--- src/inc/ppm_map.svh ---
// constants for the parallel pin mux and strap block
// What this block does
// printer mode: upper data pins bidirectional bus
// single extension: bit3 is drive B read data
// dual extension: bit3 pulled-up shared read data
// extension modes: bit4 pulled-up disk change input
// extension modes: bit5 tri-stated
// single extension: bits 6 and 7 tri-stated
// dual extension: bit6 open-drain motor-on A
// dual extension: bit7 open-drain drive-select A
// send-request A strap gives port select bit
// terminal-ready A strap clears default enables
// serial B output strap gives reg24 bit1
// send-request, terminal-ready driven low when ready
// modem drives carrier, ring inputs low
// serial ports transmit and receive on pins
// straps captured at reset release
`ifndef PPM_MAP_SVH
`define PPM_MAP_SVH
`define PPM_CONFIG_REG_26_PORT_SEL_BIT 6
`define PPM_CONFIG_REG_24_DEF_CLR_BIT  0
`define PPM_CONFIG_REG_24_SERB_BIT     1
`define PPM_DATA_LSB          3
`define PPM_DATA_W            5
`endif

--- src/inc/ppm_pkg.sv ---
// types for the parallel pin mux and strap block
package ppm_pkg;
	typedef enum logic [2:0] {
		PPM_PRINTER = 3'h1,
		PPM_EXT_ONE = 3'h2,
		PPM_EXT_TWO = 3'h4
	} ppm_mode_e;
	typedef struct packed {
		logic cfg_port_select_strap;
		logic default_enable_clear_strap;
		logic serial_b_strap;
		logic in_reset;
	} ppm_state_s;
endpackage

--- src/design/ppm_strap.sv ---
// strap capture for the serial-port output pins
`timescale 1ns/100ps
module ppm_strap
	import ppm_pkg::*;
(
	// clock and reset
	input  wire logic MCLK,
	input  wire logic RST,
	// strap pin levels
	input  wire logic rts_a_in,
	input  wire logic dtr_a_in,
	input  wire logic sout_b_in,
	// captured values
	output logic      cfg_port_select_strap,
	output logic      default_enable_clear_strap,
	output logic      serial_b_strap,
	output logic      strap_phase
);
	import ppm_pkg::*;
	ppm_state_s st;
	ppm_state_s next_st;

	always_comb begin
		next_st = st;
		next_st.in_reset = RST;
		// sample continuously while reset holds; last sample at release stands
		if (RST) begin
			next_st.cfg_port_select_strap      = rts_a_in;
			next_st.default_enable_clear_strap = dtr_a_in;
			next_st.serial_b_strap             = sout_b_in;
		end
	end

	// reset gives no constant here: the pins themselves are the reset value
	always_ff @(posedge MCLK) begin
		st <= next_st;
	end

	assign cfg_port_select_strap      = st.cfg_port_select_strap;
	assign default_enable_clear_strap = st.default_enable_clear_strap;
	assign serial_b_strap             = st.serial_b_strap;
	assign strap_phase                = RST;
endmodule

--- src/design/ppm_top.sv ---
// pin mux for upper parallel data bits and serial strap pins
`timescale 1ns/100ps
`include "ppm_map.svh"
module ppm_top
	import ppm_pkg::*;
(
	// clock and reset
	input  wire logic                    MCLK,
	input  wire logic                    RST,
	// mode
	input  wire ppm_pkg::ppm_mode_e      MODE,
	// printer data path, bits 3..7
	input  wire logic [4:0]              PRN_DATA_OUT,
	input  wire logic                    PRN_DATA_DRIVE,
	output logic      [4:0]              PRN_DATA_IN,
	// parallel data pins 3..7
	input  wire logic [4:0]              PAR_DATA_I,
	output logic      [4:0]              PAR_DATA_O,
	output logic      [4:0]              PAR_DATA_OE_N,
	output logic      [4:0]              PAR_DATA_PULLUP,
	// floppy controller side
	input  wire logic                    EXT_MOTOR_ON_A_N,
	input  wire logic                    EXT_DRIVE_SELECT_A_N,
	output logic                         EXT_READ_DATA_N,
	output logic                         EXT_DISK_CHANGE_N,
	// serial cores
	input  wire logic                    UA_RTS_N,
	input  wire logic                    UA_DTR_N,
	input  wire logic                    UA_SOUT,
	input  wire logic                    UB_RTS_N,
	input  wire logic                    UB_DTR_N,
	input  wire logic                    UB_SOUT,
	output logic                         UA_SIN,
	output logic                         UA_DCD_N,
	output logic                         UA_RI_N,
	output logic                         UB_SIN,
	output logic                         UB_DCD_N,
	output logic                         UB_RI_N,
	// serial pins
	input  wire logic                    RTS_A_I,
	input  wire logic                    DTR_A_I,
	input  wire logic                    SOUT_B_I,
	input  wire logic                    SIN_A_PIN,
	input  wire logic                    SIN_B_PIN,
	input  wire logic                    DCD_A_PIN_N,
	input  wire logic                    RI_A_PIN_N,
	input  wire logic                    DCD_B_PIN_N,
	input  wire logic                    RI_B_PIN_N,
	output logic                         RTS_A_PIN_N,
	output logic                         DTR_A_PIN_N,
	output logic                         SOUT_A_PIN,
	output logic                         RTS_B_PIN_N,
	output logic                         DTR_B_PIN_N,
	output logic                         SOUT_B_PIN,
	output logic                         STRAP_PULLDOWN,
	// captured configuration bits
	output logic                         CONFIG_REG_26_BIT6,
	output logic                         CONFIG_REG_24_BIT0,
	output logic                         CONFIG_REG_24_BIT1
);
	import ppm_pkg::*;
	logic strap_phase;
	logic ext_mode;

	ppm_strap u_strap (
		.MCLK                      (MCLK),
		.RST                       (RST),
		.rts_a_in                  (RTS_A_I),
		.dtr_a_in                  (DTR_A_I),
		.sout_b_in                 (SOUT_B_I),
		.cfg_port_select_strap     (CONFIG_REG_26_BIT6),
		.default_enable_clear_strap(CONFIG_REG_24_BIT0),
		.serial_b_strap            (CONFIG_REG_24_BIT1),
		.strap_phase               (strap_phase)
	);

	assign ext_mode = (MODE == PPM_EXT_ONE) || (MODE == PPM_EXT_TWO);

	always_comb begin
		PAR_DATA_O      = PRN_DATA_OUT;
		PAR_DATA_OE_N   = 5'h1f;
		PAR_DATA_PULLUP = 5'h00;
		PRN_DATA_IN     = PAR_DATA_I;
		case (MODE)
			PPM_PRINTER: begin
				PAR_DATA_OE_N = {5{~PRN_DATA_DRIVE}};
			end
			PPM_EXT_ONE: begin
				// bits 5..7 stay off the wire
				PAR_DATA_PULLUP = 5'h03;
				PRN_DATA_IN     = 5'h00;
			end
			PPM_EXT_TWO: begin
				PAR_DATA_PULLUP = 5'h03;
				PRN_DATA_IN     = 5'h00;
				// open drain: only ever pull low
				PAR_DATA_O       = 5'h00;
				PAR_DATA_OE_N[3] = EXT_MOTOR_ON_A_N;
				PAR_DATA_OE_N[4] = EXT_DRIVE_SELECT_A_N;
			end
			default: begin
				PRN_DATA_IN = 5'h00;
			end
		endcase
	end

	// undriven inputs read high in extension modes; idle high otherwise
	assign EXT_READ_DATA_N   = ext_mode ? PAR_DATA_I[0] : 1'b1;
	assign EXT_DISK_CHANGE_N = ext_mode ? PAR_DATA_I[1] : 1'b1;

	// weak pull-down on strap pins enabled while reset holds; RTS_A_PIN_N, DTR_A_PIN_N, SOUT_B_PIN still follow the serial cores
	assign STRAP_PULLDOWN = strap_phase;
	assign RTS_A_PIN_N = UA_RTS_N;
	assign DTR_A_PIN_N = UA_DTR_N;
	assign RTS_B_PIN_N = UB_RTS_N;
	assign DTR_B_PIN_N = UB_DTR_N;
	assign SOUT_A_PIN  = UA_SOUT;
	assign SOUT_B_PIN  = UB_SOUT;
	assign UA_SIN      = SIN_A_PIN;
	assign UB_SIN      = SIN_B_PIN;
	// modem signals are active low as delivered
	assign UA_DCD_N    = DCD_A_PIN_N;
	assign UA_RI_N     = RI_A_PIN_N;
	assign UB_DCD_N    = DCD_B_PIN_N;
	assign UB_RI_N     = RI_B_PIN_N;
endmodule

--- config.mk ---
export PLATFORM = sky130hd
export DESIGN_NAME = ppm_top
export DESIGN_NICKNAME = d
export VERILOG_FILES = /design/src/inc/ppm_pkg.sv /design/src/design/ppm_strap.sv /design/src/design/ppm_top.sv
export VERILOG_INCLUDE_DIRS = /design/src /design/src/inc
export SDC_FILE = /design/constraint.sdc
export NUM_CORES = 1
export LEC_CHECK = 0
export BUFFER_PORTS_ARGS = -buffer_cell sky130_fd_sc_hd__buf_2
export CAP_MARGIN = 10
export CORE_MARGIN = 1
export CORE_UTILIZATION = 25
export CTS_CLUSTER_DIAMETER = 150
export DETAILED_ROUTE_END_ITERATION = 16
export GPL_TIMING_DRIVEN = 0
export PLACE_DENSITY_LB_ADDON = 0.3
export SLEW_MARGIN = 20
export SYNTH_ARGS = -nofsm -noshare
export SYNTH_HDL_FRONTEND = slang
export SYNTH_HIERARCHICAL = 1
export SYNTH_SLANG_ARGS = --single-unit
export TNS_END_PERCENT = 20
--- constraint.sdc ---
create_clock -name MCLK -period 1.2 [get_ports MCLK]
set_clock_uncertainty 0.15 [all_clocks]
set_input_delay 0.18 -clock MCLK [delete_from_list [all_inputs] [get_ports MCLK]]
set_output_delay 0.18 -clock MCLK [all_outputs]
set_load 0.01 [all_outputs]
==> flow_summary_export.csv <==
group,metric,value,unit
outcome,status,"complete, but fails checks",
outcome,violations,"setup timing",
floorplanning,core_area,1370,sq um
floorplanning,die_h,41.4,microns
cts,clk_path_buf_depth,2,
worst_setup_path,max_stage_delay,0.26,ns
layout,area_growth,109,%
route,wl,1150,microns
global_route,grt_max_degree,8,
floorplanning,rows,13,
layout,fin_util,59.4,%
global_route,grt_overflow_total,0,
pwr,power.leakage,0.455,nW
logic_synthesis,ys_warn_count,6,
layout,antenna_cells,0,
timing,drv_slew,0,
logic_synthesis,synth_cells,45,
worst_setup_path,arrival,0.93,ns
global_route,antenna_found_initial,0,
floorplanning,fp.dieW,41.4,microns
floorplanning,die-area,1710,sq um
logic_synthesis,syn-mean-instance-area,8.62,sq um
cts,clkSinkCount,3,
worst_setup_path,startpoint_type,"primary input",
worst_setup_path,crit_path_end_kind,"output pin",
layout,drive_gt1_share,74.8,%
timing,finalSetupViolations,9,
placed_design,io_buffers,55,
logic_synthesis,synth.area.top_cells,"buf_4 39%, edfxtp_1 23%, and2_1 8.1%",
route,drtPass1Iterations,4,
timing,rsz0062_at_grt,"yes",
worst_setup_path,crit_type,"primary input to output pin",
logic_synthesis,netlist.area_leader.share,38.7,%
worst_setup_path,critPathSlowestCell,"nor3b_4",
timing,period_needed,1.26,ns
global_route,grt_pass1_vias,365,
logic_synthesis,syn_area,388,sq um
logic_synthesis,synth_cell_types,12,
timing,finalCritPeriodShare,105,%
placed_design,dp_hpwl,919,microns
cts,clk_pin_slew,0.04,ns
worst_setup_path,crit_fanout,4,
pwr,peakVddDrop,0.000479,V
placed_design,dp_worst_setup_slack,-0.319,ns
timing,hold_viol,0,
global_route,grt_usage,11.7,%
placed_design,gp_congestion,0.631,
layout,fillers,124,
global_route,grt_pass1_wl,1330,microns
run,max_cap_viol_count,0,
timing,fmax,793,MHz
worst_setup_path,crit_required,0.87,ns
route,drt_iter0_markers,2,
floorplanning,io_pins,71,
cts,cts_buffers,3,
pwr,p_per_area,668,nW/um^2
timing,tns,-0.336,ns
cts,htreeDepth,1,
route,drc,0,
route,vias,512,
worst_setup_path,path_cells,"buf_8, nor3b_4, nand2_1, buf_4, buf_6",
cts,root_buffer,"clkbuf_4",
route,avgViaCountPerCell,4.06,
timing,finalWorstSetupSlack,-0.0605,ns
worst_hold_path,hp-class,"primary input to register",
route,detail-route-antenna-nets,0,
layout,nNetsFinal,145,
floorplanning,start_util,28.4,%
logic_synthesis,ys_ff_latch,3,
worst_setup_path,crit_start,"MODE[2]",
logic_synthesis,yosysSeqAreaShare,23.2,%
logic_synthesis,yosysTopAreaCell,"buf_4",
worst_setup_path,cp-endpoint,"PAR_DATA_OE_N[1]",
cts,cts_tree,"built",
route,post_drt_wl_per_cell,9.10,microns
-- area by class of cell --
type | count | area, sq um | share of cell area [%]
Multi-Input combinational cell | 24 | 168 | 20.6
Sequential cell | 3 | 90.1 | 11.1
Tap cell | 15 | 18.8 | 2.31
Timing Repair Buffer | 60 | 359 | 44.2
Clock buffer | 4 | 26.3 | 3.24
Buffer | 20 | 150 | 18.5
-- placed cells by master, fill, tap and decap left out --
cell,n
clkbuf_1,1
nor2_1,1
buf_2,50
nor3b_4,1
nor4b_2,1
a21oi_1,2
buf_8,1
dlygate4sd3_1,3
buf_6,5
buf_4,21
clkbuf_4,3
nand2_1,1
conb_1,3
xnor2_1,1
edfxtp_1,3
and2_1,5
or3_1,2
nor4b_1,1
nor2b_1,5
nor3b_2,1
-- cell usage after synthesis (all sizes together) --
cell type,instances
nor2b,5
buf,20
conb,1
nor2,1
and2,5
or3,2
a21oi,2
xnor2,1
nor3b,2
nand2,1
edfxtp,3
nor4b,2
-- cell families after synthesis --
group | share of synthesized area (%)
compound gates | 2.58
flops | 23.2
other cells | 0.967
buf+inv | 38.7
simple gates | 32.3
xor+xnor | 2.26
-- metal layers --
| layer | wire length, microns | GRT usage [%] |
|---|---|---|
| met2 | 698 | 27.0 |
| met1 | 337 | 9.90 |
| met5 | 0 | 0 |
| met4 | 0 | 4.84 |
| met3 | 110 | 0 |
-- worst min-delay path by stage --
stage                     slack [ns]  depth (start not counted)                                  to  startpoint
after floorplan                 0.13                          0       u_strap/cfg_port_select_strap     RTS_A_I
after global placement          0.21                          1  u_strap/default_enable_clear_strap     DTR_A_I
after detailed placement        0.21                          1              u_strap/serial_b_strap    SOUT_B_I
after CTS                       0.05                          1              u_strap/serial_b_strap         RST
after global routing            0.06                          1              u_strap/serial_b_strap         RST
final                           0.05                          1              u_strap/serial_b_strap         RST
-- sequential cells by signal, summed over array words and instances, names as in the netlist --
| name | cells |
|---|---|
| u_strap/default_enable_clear_strap | 1 |
| u_strap/serial_b_strap | 1 |
| u_strap/cfg_port_select_strap | 1 |
-- stage by stage --
stage	instance area [sq um]	std cells	power, mW	hold WS [ns]
after floorplan	395	47	0.244	0.129
after global placement	689	117	0.337	0.206
after detailed placement	689	117	0.342	0.208
after CTS	806	126	0.547	0.0471
after global routing	812	126	0.577	0.0587
final	812	126	0.543	0.0550
-- power breakdown --
group          leakage [nW]  internal, mW  switching [mW]
Combinational         0.411         0.141          0.0983
Clock                0.0150         0.125          0.0517
Sequential           0.0294         0.125         0.00149
Total                 0.455         0.391           0.151
-- what timing repair did --
action | CTS | global route
pin swaps | 5 | 0
hold buffers | 3 | 0
endpoints found under the setup margin | 14 | 14
gates resized for setup | 11 | 1
buffers inserted | 2 | 0
hold endpoints to repair | 3 | 0
-- critical path: cells and delay by family --
kind | cells | cell delay [ns]
buf+inv | 3 | 0.36
simple gates | 2 | 0.38
Power figures use the tool's default switching activity.
